**config.mk**
```make
export PLATFORM = sky130hd
export DESIGN_NAME = iopf_core
export DESIGN_NICKNAME = d
export VERILOG_FILES = /design/src/design/iopf_pkg.sv /design/src/design/iopf_core.sv
export VERILOG_INCLUDE_DIRS = /design/src /design/src/design
export SDC_FILE = /design/constraint.sdc
export NUM_CORES = 1
export LEC_CHECK = 0
export BUFFER_PORTS_ARGS = -buffer_cell sky130_fd_sc_hd__buf_4
export CAP_MARGIN = 25
export CORE_UTILIZATION = 45
export DETAILED_ROUTE_END_ITERATION = 12
export PLACE_DENSITY = 0.65
export SLEW_MARGIN = 20
export SYNTH_ARGS = -nofsm -noshare
export SYNTH_HDL_FRONTEND = slang
export SYNTH_SLANG_ARGS = --single-unit
```
**constraint.sdc**
```tcl
create_clock -name clk -period 28.9 [get_ports clk]
set_clock_uncertainty 0.1 [all_clocks]
set_input_delay 5.78 -clock clk [delete_from_list [all_inputs] [get_ports clk]]
set_output_delay 5.78 -clock clk [all_outputs]
set_load 0.005 [all_outputs]
```
**src/design/iopf_consts.svh**
```systemverilog
// Register offsets, field positions, key and reset values
`ifndef IOPF_CONSTS_SVH
`define IOPF_CONSTS_SVH

// ****************************************************************
// Register byte addresses
// ****************************************************************
`define IOPF_OFF_FLT_SLOW_DIS 32'hfffff480
`define IOPF_OFF_FLT_SLOW_ENA 32'hfffff484
`define IOPF_OFF_FLT_CHOICE 32'hfffff488
`define IOPF_OFF_DEB_DIV 32'hfffff48c
`define IOPF_OFF_PD_DIS 32'hfffff490
`define IOPF_OFF_PD_ENA 32'hfffff494
`define IOPF_OFF_PD_STATE 32'hfffff498
`define IOPF_OFF_OWG_ENA 32'hfffff4a0
`define IOPF_OFF_OWG_DIS 32'hfffff4a4
`define IOPF_OFF_OWG_STATE 32'hfffff4a8
`define IOPF_OFF_XIM_ENA 32'hfffff4b0
`define IOPF_OFF_XIM_DIS 32'hfffff4b4
`define IOPF_OFF_XIM_STATE 32'hfffff4b8
`define IOPF_OFF_EDGE_SEL 32'hfffff4c0
`define IOPF_OFF_LEVEL_SEL 32'hfffff4c4
`define IOPF_OFF_EL_STATE 32'hfffff4c8
`define IOPF_OFF_FALL_SEL 32'hfffff4d0
`define IOPF_OFF_RISE_SEL 32'hfffff4d4
`define IOPF_OFF_FR_STATE 32'hfffff4d8
`define IOPF_OFF_WP_MODE 32'hfffff4e4
`define IOPF_OFF_IRQ_STATUS 32'hfffff4f0
`define IOPF_OFF_IRQ_MASK 32'hfffff4f4

// ****************************************************************
// Fields and reset values
// ****************************************************************
`define IOPF_DIV_W 14
`define IOPF_WP_EN_BIT 0
`define IOPF_WP_KEY_LSB 8
`define IOPF_WP_KEY 24'h50494f
`define IOPF_RST_LINES 32'h00000000
`define IOPF_RST_DIV 14'h0000

`endif

```
**src/design/iopf_pkg.sv**
```systemverilog
// Types shared by the I/O line pull-down, filter and interrupt mode block
package iopf_pkg;

   // Register bus request from software
   typedef struct packed {
      logic [31:0] addr;
      logic [31:0] wdata;
      logic wr;
      logic rd;
   } iopf_bus_req_t;

   // Output data write from the rest of the controller
   typedef struct packed {
      logic [31:0] data;
      logic wr;
   } iopf_odata_wr_t;

   // Interrupt source kinds of one line
   typedef enum logic [1:0] {
      IOPF_SRC_BOTH = 2'b00,
      IOPF_SRC_EDGE = 2'b01,
      IOPF_SRC_LEVEL = 2'b10
   } iopf_src_t;

endpackage : iopf_pkg

```
**src/design/iopf_core.sv**
```systemverilog
// Pull-down, input filter, output write gate and interrupt mode block
`timescale 1ns/1ps
`include "iopf_consts.svh"

module iopf_core
   import iopf_pkg::*;
(
   input wire logic clk, // 250 MHz peripheral clock
   input wire logic sys_rst, // Asynchronous reset, active high
   input wire iopf_bus_req_t bus_req, // Register bus request
   output logic [31:0] bus_rdata, // Read data, cycle after read strobe
   input wire iopf_odata_wr_t odata_wr, // Output data register write
   input wire logic [31:0] pin_in, // Raw line levels
   input wire logic slow_clk_in, // Slow clock, sampled as a level
   output logic [31:0] out_level, // Output data levels
   output logic [31:0] pad_pulldown_on, // Pad pull-down enables
   output logic [31:0] filt_level, // Filtered line levels
   output logic irq // Level interrupt
);

   // ****************************************************************
   // Register bus decode
   // ****************************************************************
   function automatic logic wr_hit(input iopf_bus_req_t r, input logic [31:0] off);
      wr_hit = r.wr && (r.addr == off);
   endfunction : wr_hit

   // Per-line interrupt event from mode, edge/level and polarity
   function automatic logic [31:0] line_event(input logic [31:0] aim, input logic [31:0] lvl,
                                               input logic [31:0] rise, input logic [31:0] cur,
                                               input logic [31:0] prev);
      line_event = (~aim & (cur ^ prev))
                 | (aim & lvl & ~(cur ^ rise))
                 | (aim & ~lvl & rise & cur & ~prev)
                 | (aim & ~lvl & ~rise & ~cur & prev);
   endfunction : line_event

   logic [31:0] flt_sel_reg;
   logic [`IOPF_DIV_W-1:0] div_reg;
   logic [31:0] pd_on_reg;
   logic [31:0] owg_reg;
   logic [31:0] aim_reg;
   logic [31:0] lvl_reg;
   logic [31:0] rise_reg;
   logic wp_en_reg;
   logic [31:0] out_reg;
   logic [31:0] irq_stat_reg;
   logic [31:0] irq_stat_next;
   logic [31:0] irq_mask_reg;
   logic [31:0] irq_mask_next;
   logic irq_reg;
   logic [31:0] rdata_reg;
   logic [31:0] rdata_next;
   logic wp_open;
   logic key_ok;

   assign wp_open = ~wp_en_reg;
   assign key_ok = bus_req.wdata[31:`IOPF_WP_KEY_LSB] == `IOPF_WP_KEY;

   // ****************************************************************
   // Write protection
   // ****************************************************************
   always_ff @(posedge clk or posedge sys_rst)
   begin
      if (sys_rst)
         wp_en_reg <= 1'b0;
      else if (wr_hit(bus_req, `IOPF_OFF_WP_MODE) && key_ok)
         wp_en_reg <= bus_req.wdata[`IOPF_WP_EN_BIT];
   end

   // ****************************************************************
   // Pad pull-down
   // ****************************************************************
   always_ff @(posedge clk or posedge sys_rst)
   begin
      if (sys_rst)
         pd_on_reg <= `IOPF_RST_LINES;
      else if (wp_open && wr_hit(bus_req, `IOPF_OFF_PD_ENA))
         pd_on_reg <= pd_on_reg | bus_req.wdata;
      else if (wp_open && wr_hit(bus_req, `IOPF_OFF_PD_DIS))
         pd_on_reg <= pd_on_reg & ~bus_req.wdata;
   end

   // ****************************************************************
   // Output write gate and output data
   // ****************************************************************
   always_ff @(posedge clk or posedge sys_rst)
   begin
      if (sys_rst)
         owg_reg <= `IOPF_RST_LINES;
      else if (wp_open && wr_hit(bus_req, `IOPF_OFF_OWG_ENA))
         owg_reg <= owg_reg | bus_req.wdata;
      else if (wp_open && wr_hit(bus_req, `IOPF_OFF_OWG_DIS))
         owg_reg <= owg_reg & ~bus_req.wdata;
   end

   always_ff @(posedge clk or posedge sys_rst)
   begin
      if (sys_rst)
         out_reg <= `IOPF_RST_LINES;
      else if (odata_wr.wr)
         out_reg <= (out_reg & ~owg_reg) | (odata_wr.data & owg_reg);
   end

   // ****************************************************************
   // Filter choice and divider setting
   // ****************************************************************
   always_ff @(posedge clk or posedge sys_rst)
   begin
      if (sys_rst)
         flt_sel_reg <= `IOPF_RST_LINES;
      else if (wr_hit(bus_req, `IOPF_OFF_FLT_SLOW_ENA))
         flt_sel_reg <= flt_sel_reg | bus_req.wdata;
      else if (wr_hit(bus_req, `IOPF_OFF_FLT_SLOW_DIS))
         flt_sel_reg <= flt_sel_reg & ~bus_req.wdata;
   end

   always_ff @(posedge clk or posedge sys_rst)
   begin
      if (sys_rst)
         div_reg <= `IOPF_RST_DIV;
      else if (wr_hit(bus_req, `IOPF_OFF_DEB_DIV))
         div_reg <= bus_req.wdata[`IOPF_DIV_W-1:0];
   end

   // ****************************************************************
   // Interrupt mode selections
   // ****************************************************************
   always_ff @(posedge clk or posedge sys_rst)
   begin
      if (sys_rst)
         aim_reg <= `IOPF_RST_LINES;
      else if (wr_hit(bus_req, `IOPF_OFF_XIM_ENA))
         aim_reg <= aim_reg | bus_req.wdata;
      else if (wr_hit(bus_req, `IOPF_OFF_XIM_DIS))
         aim_reg <= aim_reg & ~bus_req.wdata;
   end

   always_ff @(posedge clk or posedge sys_rst)
   begin
      if (sys_rst)
         lvl_reg <= `IOPF_RST_LINES;
      else if (wr_hit(bus_req, `IOPF_OFF_EDGE_SEL))
         lvl_reg <= lvl_reg & ~bus_req.wdata;
      else if (wr_hit(bus_req, `IOPF_OFF_LEVEL_SEL))
         lvl_reg <= lvl_reg | bus_req.wdata;
   end

   always_ff @(posedge clk or posedge sys_rst)
   begin
      if (sys_rst)
         rise_reg <= `IOPF_RST_LINES;
      else if (wr_hit(bus_req, `IOPF_OFF_RISE_SEL))
         rise_reg <= rise_reg | bus_req.wdata;
      else if (wr_hit(bus_req, `IOPF_OFF_FALL_SEL))
         rise_reg <= rise_reg & ~bus_req.wdata;
   end

   // ****************************************************************
   // Slow clock divider
   // ****************************************************************
   logic slck_q_reg;
   logic slck_rise;
   logic [`IOPF_DIV_W-1:0] dcnt_reg;
   logic half_tick_reg;

   assign slck_rise = slow_clk_in & ~slck_q_reg;

   always_ff @(posedge clk or posedge sys_rst)
   begin
      if (sys_rst)
         slck_q_reg <= 1'b0;
      else
         slck_q_reg <= slow_clk_in;
   end

   // Half of the divided period is div+1 slow cycles
   always_ff @(posedge clk or posedge sys_rst)
   begin
      if (sys_rst)
      begin
         dcnt_reg <= `IOPF_RST_DIV;
         half_tick_reg <= 1'b0;
      end
      else
      begin
         half_tick_reg <= slck_rise && (dcnt_reg >= div_reg);
         if (slck_rise)
            dcnt_reg <= (dcnt_reg >= div_reg) ? `IOPF_RST_DIV : dcnt_reg + 1'b1;
      end
   end

   // ****************************************************************
   // Glitch and debounce filters
   // ****************************************************************
   logic [31:0] gl_samp_reg;
   logic [31:0] gl_val_reg;
   logic [31:0] deb_samp_reg;
   logic [31:0] deb_val_reg;
   logic [31:0] filt_reg;
   logic [31:0] filt_prev_reg;

   always_ff @(posedge clk or posedge sys_rst)
   begin
      if (sys_rst)
      begin
         gl_samp_reg <= `IOPF_RST_LINES;
         gl_val_reg <= `IOPF_RST_LINES;
      end
      else
      begin
         gl_samp_reg <= pin_in;
         // A level must hold across two samples to pass
         gl_val_reg <= (gl_val_reg & (pin_in ^ gl_samp_reg))
                     | (pin_in & ~(pin_in ^ gl_samp_reg));
      end
   end

   always_ff @(posedge clk or posedge sys_rst)
   begin
      if (sys_rst)
      begin
         deb_samp_reg <= `IOPF_RST_LINES;
         deb_val_reg <= `IOPF_RST_LINES;
      end
      else if (half_tick_reg)
      begin
         deb_samp_reg <= pin_in;
         deb_val_reg <= (deb_val_reg & (pin_in ^ deb_samp_reg))
                      | (pin_in & ~(pin_in ^ deb_samp_reg));
      end
   end

   always_ff @(posedge clk or posedge sys_rst)
   begin
      if (sys_rst)
      begin
         filt_reg <= `IOPF_RST_LINES;
         filt_prev_reg <= `IOPF_RST_LINES;
      end
      else
      begin
         filt_reg <= (deb_val_reg & flt_sel_reg) | (gl_val_reg & ~flt_sel_reg);
         filt_prev_reg <= filt_reg;
      end
   end

   // ****************************************************************
   // Interrupt status, mask and output
   // ****************************************************************
   logic [31:0] evt;
   logic [31:0] stat_clr;

   assign evt = line_event(aim_reg, lvl_reg, rise_reg, filt_reg, filt_prev_reg);
   assign stat_clr = wr_hit(bus_req, `IOPF_OFF_IRQ_STATUS) ? bus_req.wdata : 32'h00000000;
   // A new event wins over a clear in the same cycle
   assign irq_stat_next = (irq_stat_reg & ~stat_clr) | evt;
   assign irq_mask_next = wr_hit(bus_req, `IOPF_OFF_IRQ_MASK) ? bus_req.wdata : irq_mask_reg;

   always_ff @(posedge clk or posedge sys_rst)
   begin
      if (sys_rst)
         irq_stat_reg <= `IOPF_RST_LINES;
      else
         irq_stat_reg <= irq_stat_next;
   end

   always_ff @(posedge clk or posedge sys_rst)
   begin
      if (sys_rst)
         irq_mask_reg <= `IOPF_RST_LINES;
      else
         irq_mask_reg <= irq_mask_next;
   end

   always_ff @(posedge clk or posedge sys_rst)
   begin
      if (sys_rst)
         irq_reg <= 1'b0;
      else
         irq_reg <= |(irq_stat_next & irq_mask_next);
   end

   // ****************************************************************
   // Read data
   // ****************************************************************
   always_comb
   begin
      rdata_next = 32'h00000000;
      if (bus_req.rd)
      begin
         case (bus_req.addr)
            `IOPF_OFF_FLT_CHOICE: rdata_next = flt_sel_reg;
            `IOPF_OFF_DEB_DIV: rdata_next = {{(32-`IOPF_DIV_W){1'b0}}, div_reg};
            `IOPF_OFF_PD_STATE: rdata_next = ~pd_on_reg;
            `IOPF_OFF_OWG_STATE: rdata_next = owg_reg;
            `IOPF_OFF_XIM_STATE: rdata_next = aim_reg;
            `IOPF_OFF_EL_STATE: rdata_next = lvl_reg;
            `IOPF_OFF_FR_STATE: rdata_next = rise_reg;
            `IOPF_OFF_WP_MODE: rdata_next = {31'h00000000, wp_en_reg};
            `IOPF_OFF_IRQ_STATUS: rdata_next = irq_stat_reg;
            `IOPF_OFF_IRQ_MASK: rdata_next = irq_mask_reg;
            default: rdata_next = 32'h00000000;
         endcase
      end
   end

   always_ff @(posedge clk or posedge sys_rst)
   begin
      if (sys_rst)
         rdata_reg <= 32'h00000000;
      else
         rdata_reg <= rdata_next;
   end

   assign bus_rdata = rdata_reg;
   assign out_level = out_reg;
   assign pad_pulldown_on = pd_on_reg;
   assign filt_level = filt_reg;
   assign irq = irq_reg;
endmodule : iopf_core

```
# Word level (Yosys, flattened, before mapping)
# Index checks and enable logic that the tools add are counted.
# totals
reg_bits	544
latchBits	0
mem_bits_rw	0
romBits	0
in_bits	134
output_inout_bits	129
word_cells	153
n_memories	0
# classes
addsub	1
n_mul	0
n_div	0
order_cmp	1
n_eq_ne	23
n_shift	0
muxes	17
bitwise	60
reduce_logical	29
# op_table
op	count
AND 32 bit	26
equality test 32 bit (second input constant)	22
2-to-1 mux 32 bit	15
OR 32 bit	14
inverter 32 bit	13
one-hot mux 32 bit (10 select lines)	1
bitwise XOR 32 bit	4
OR reduction 32 bit	1
equality test 24 x 23 -> 1 bit (second input constant)	1
logical AND 1 bit	22
adder 14 x 1 -> 14 bit (second input constant)	1
>= comparator 14 bit	1
2-to-1 mux 14 bit	1
nonzero test 2 bit	6
inverter 1 bit	2
AND 1 bit	1

# Depth between registers and ports, before layout
# logic_depth
word_depth	10
ltp_mapped	11
mapped_depth_nobuf	10

# Least setup slack after synthesis
# Ideal clock, no wire load.
# synth_timing
path_kind	input to register
startpoint	input bus_req[45] (netlist name)
endpoint	register irq_reg (netlist: irq)
setup_time_ps	136
arrival_ps	8204
required_ps	28664
slack_ps	20460
stages	9
n_path_buf	2
cell_sequence	nand4bb_1 > or4_4 > or4_4 > buf_6 > buf_12 > mux2_4 > a2111o_1 > nor4_1 > nand3_1
# synth_between
elab_cells_between_ends	11
cone_classes	eq/ne: 2; mux: 2; bitwise: 4; reduce/logical: 3
# synth_rtl
element	line	rtl
start: declaration	iopf_core.sv:10	input wire iopf_bus_req_t bus_req,
equality test 32 bit	iopf_core.sv:25	wr_hit = r.wr && (r.addr == off);
logical AND 1 bit	iopf_core.sv:25	
2-to-1 mux 32 bit	iopf_core.sv:258	assign irq_mask_next = wr_hit(bus_req, `IOPF_OFF_IRQ_MASK) ? bus_req.wdata : irq_mask_reg;
via irq_mask_next[22]	iopf_core.sv:50	logic [31:0] irq_mask_next;
AND 32 bit	iopf_core.sv:281	irq_reg <= |(irq_stat_next & irq_mask_next);
OR reduction 32 bit	iopf_core.sv:281	
end signal: assignment	iopf_core.sv:281	
end: declaration	iopf_core.sv:51	logic irq_reg;
# The timed path passes the listed nets, and every way through them passes these cells.
# A chain may end at the register's enable or synchronous reset.

# Worst setup path after layout
# layout_timing
startpoint	input bus_req[37] (netlist name)
endpoint	register irq_reg (netlist: irq)
# layout_between
elab_chain_cells	8
elab_cells_between_ends	11
cone_classes	eq/ne: 2; mux: 2; bitwise: 4; reduce/logical: 3
# layout_lines
element	line	rtl
equality test 32 bit	iopf_core.sv:25	
logical AND 1 bit	iopf_core.sv:25	
2-to-1 mux 32 bit	iopf_core.sv:255	assign stat_clr = wr_hit(bus_req, `IOPF_OFF_IRQ_STATUS) ? bus_req.wdata : 32'h00000000;
inverter 32 bit	iopf_core.sv:257	assign irq_stat_next = (irq_stat_reg & ~stat_clr) | evt;
AND 32 bit	iopf_core.sv:257	
OR 32 bit	iopf_core.sv:257	
AND 32 bit *	iopf_core.sv:281	
OR reduction 32 bit *	iopf_core.sv:281	
# Mark *: on every way between the ends. The rest lies on a longest branch, timed or not.

==> flow_summary.yaml <==
global_route:
  grt_pass1_wl_um: 107500
  grt_max_degree: 198
  grt.total_usage_pct: 26.49
  grt_pass1_vias: 17600
  antenna_found_initial: 2
  grt-ovfl-total: 0
setup_path:
  crit_path_top_delay_cell: "and4_1"
  cp.required_ns: 29.28
  crit_top_cell: "buf_4"
  path_cells: "buf_4 > or4b_1 > nor2_4 > buf_4 > and4_1 > a21boi_0 > o21a_1 > a2111o_1 > nor4_1 > nand3_1"
  cp.arrival_ns: 9.70
  cp-start-kind: "primary input"
  cp_max_fo: 70
  cpPeakStageDelay_ns: 0.96
  crit_path_end_kind: "flop"
  worstSetupPathType: "primary input to flop"
sta:
  slew_viol_final: 0
  max-slew-margin-rel_pct: 30.85
  rsz0062_at_grt: "no"
  setup_viol_count_final: 0
  fin_crit_sh_pct: 32.25
  tightestPinTransition_ns: 1.037
  setup_ws_ns: 19.58
  finalCriticalPeriod_ns: 9.321
  hold_viol: 0
  max_freq_mhz: 107.3
  fin_tns_setup_ns: 0
die:
  die_y_um: 230.7
  core_um2: 51510
  start_util_pct: 45.71
  io_pins: 263
  std_cell_rows: 83
  die_x_um: 230.7
  die_area_um2: 53240
synthesis:
  synth_flop_cell: "dfrtp_1"
  synth_common_cells: "544 x dfrtp_1, 359 x nand2_1, 204 x mux2_2"
  yosysSeqAreaShare_pct: 57.81
  yosysWarnings: 0
  yosysTopAreaCell: "dfrtp_1"
  synth_fp_nets: 2236
  synth_most_common_cell: "dfrtp_1"
  synth_edf_count: 0
  synth_top_area_share_pct: 57.81
  syn_avg_cell_area_um2: 11.28
  synth.area.top_cells: "dfrtp_1 58%, mux2_2 9.8%, nand2_1 5.7%"
  yosysUniqueCellTypes: 64
  synth_area_um2: 23550
  async_flop_share_pct: 100.0
  synth_cells: 2087
  ys_ff_latch: 544
placed_design:
  placed_cells: 2934
  io_buffers: 262
  place_hpwl_um: 47830
  gp_congestion: 0.9031
  dpl_worst_slack_ns: 19.01
clock_tree:
  clock_sinks: 544
  root_buffer: "clkbuf_16"
  clock_latency_ns: 0.62
  clkTransAtPathRegs_ns: 0.06
  cts-resized-gates: 0
  cts_tree: "done"
  cts_max_path_buffers: 3
  hold_buffers: 0
  htree_levels: 2
  postCtsSetupRepairBufs: 0
  cts_made_buffers: 58
status:
  status: "completed"
route:
  wl_per_cell_um: 23.12
  first_iter_violations: 2116
  vias_per_cell: 5.866
  drcViolationCount: 0
  firstDrtPassIters: 10
  num_vias: 17870
  finalWirelength_um: 70450
  ant_nets: 0
power:
  vdd_drop_max_mv: 0.04377
  cellLeakagePower_uw: 0.01255
  power_density_nw_per_um2: 60.22
hold_path:
  min_path_type: "flop to flop"
finish:
  drive_above_1_share_pct: 26.22
  final_cells: 3047
  area_growth_pct: 20.30
  fillCellCount: 4397
  final_nets: 2468
run:
  maxCapViolCount: 0
==> cell usage in the layout (no fill, tap or decap), types with 6 or more instances in the layout <==
| cell | count |
|---|---|
| inv_1 | 26 |
| clkbuf_1 | 16 |
| nor2_1 | 86 |
| nor2b_1 | 11 |
| ha_1 | 15 |
| a21o_1 | 24 |
| maj3_1 | 32 |
| a22oi_1 | 24 |
| xor2_1 | 52 |
| a22o_1 | 79 |
| a222oi_1 | 51 |
| o221ai_1 | 8 |
| nor4_1 | 6 |
| clkbuf_16 | 61 |
| a31oi_1 | 32 |
| a41oi_1 | 6 |
| nand2b_1 | 48 |
| xnor2_1 | 12 |
| dfrtp_1 | 543 |
| clkbuf_8 | 12 |
| nand4_1 | 14 |
| o21ai_0 | 82 |
| o21ai_1 | 6 |
| buf_4 | 287 |
| mux2_2 | 204 |
| a21oi_1 | 147 |
| bufinv_16 | 6 |
| nor2_2 | 6 |
| nand3_1 | 15 |
| nand2_1 | 359 |
| clkinv_2 | 8 |
| o21bai_1 | 8 |
==> power breakdown <==
part	internal, uW	leakage, uW	switching (uW)
sequential	792	0.00705	25.1
clock	469	0.000981	305
combinational	50.8	0.00452	64.1
==> metal layers <==
metal	up-vias	global-route usage, %	routed length [um]
li1	7931	-	-
met1	8999	38.98	30780
met2	814	38.95	31330
met3	130	5.373	6346
met4	0	8.940	1988
met5	-	0	0
==> path summary, 6_finish.rpt <==
kind / endpoint / slack, ns / depth (start not counted) / start
max reg2reg: dcnt_reg[3] / 26.26 / 10 / dcnt_reg[0]
max: irq / 19.58 / 10 / bus_req[37]
max in group asynchronous: half_tick_reg / 21.86 / 5 / sys_rst
min in group asynchronous: deb_samp_reg[25] / 5.08 / 2 / sys_rst
min: filt_prev_reg[6] / 0.38 / 0 / filt_level[6]
min reg2reg: filt_prev_reg[6] / 0.38 / 0 / filt_level[6]
==> logic make-up after synthesis <==
family | count (synthesis) | share of synthesized area (%)
multiplexers | 212 | 10.19
buffers and inverters | 150 | 2.625
AO/OA/AOI/OAI | 486 | 13.94
flip-flops | 544 | 57.81
XOR/XNOR | 64 | 2.381
adder cells (fa/ha/maj) | 47 | 2.157
AND/OR/NAND/NOR | 584 | 10.89
==> layout make-up <==
| cell class | instances | area (um^2) | area share (%) |
|---|---|---|---|
| tap | 680 | 850.8 | 3.004 |
| antenna | 2 | 5.005 | 0.01767 |
| clock inverter | 17 | 245.2 | 0.8657 |
| clock buffer | 89 | 1752 | 6.184 |
| sequential | 544 | 13610 | 48.06 |
| multi-input combinational | 1393 | 9413 | 33.23 |
| inverter | 27 | 108.9 | 0.3843 |
| timing repair buffer | 295 | 2338 | 8.255 |
==> worst max-delay path: cells and delay by family <==
family / cells / cell delay [ns]
simple gates: 5 / 2.38
compound gates: 3 / 0.79
buf+inv: 2 / 0.74
==> per-stage QoR <==
stage          power (uW)  util (%)  hold WS (ns)  cell area (um^2)
5_1_grt              1766     54.99        0.3881             28330
3_3_place_gp        939.0     50.80        0.3648             26170
4_1_cts              1720     54.71        0.3772             28180
2_1_floorplan       891.2         -        0.3460             23550
6_report             1706     54.99        0.3785             28330
3_5_place_dp        944.6     50.83        0.3659             26180
(Power assumes the default switching activity.)
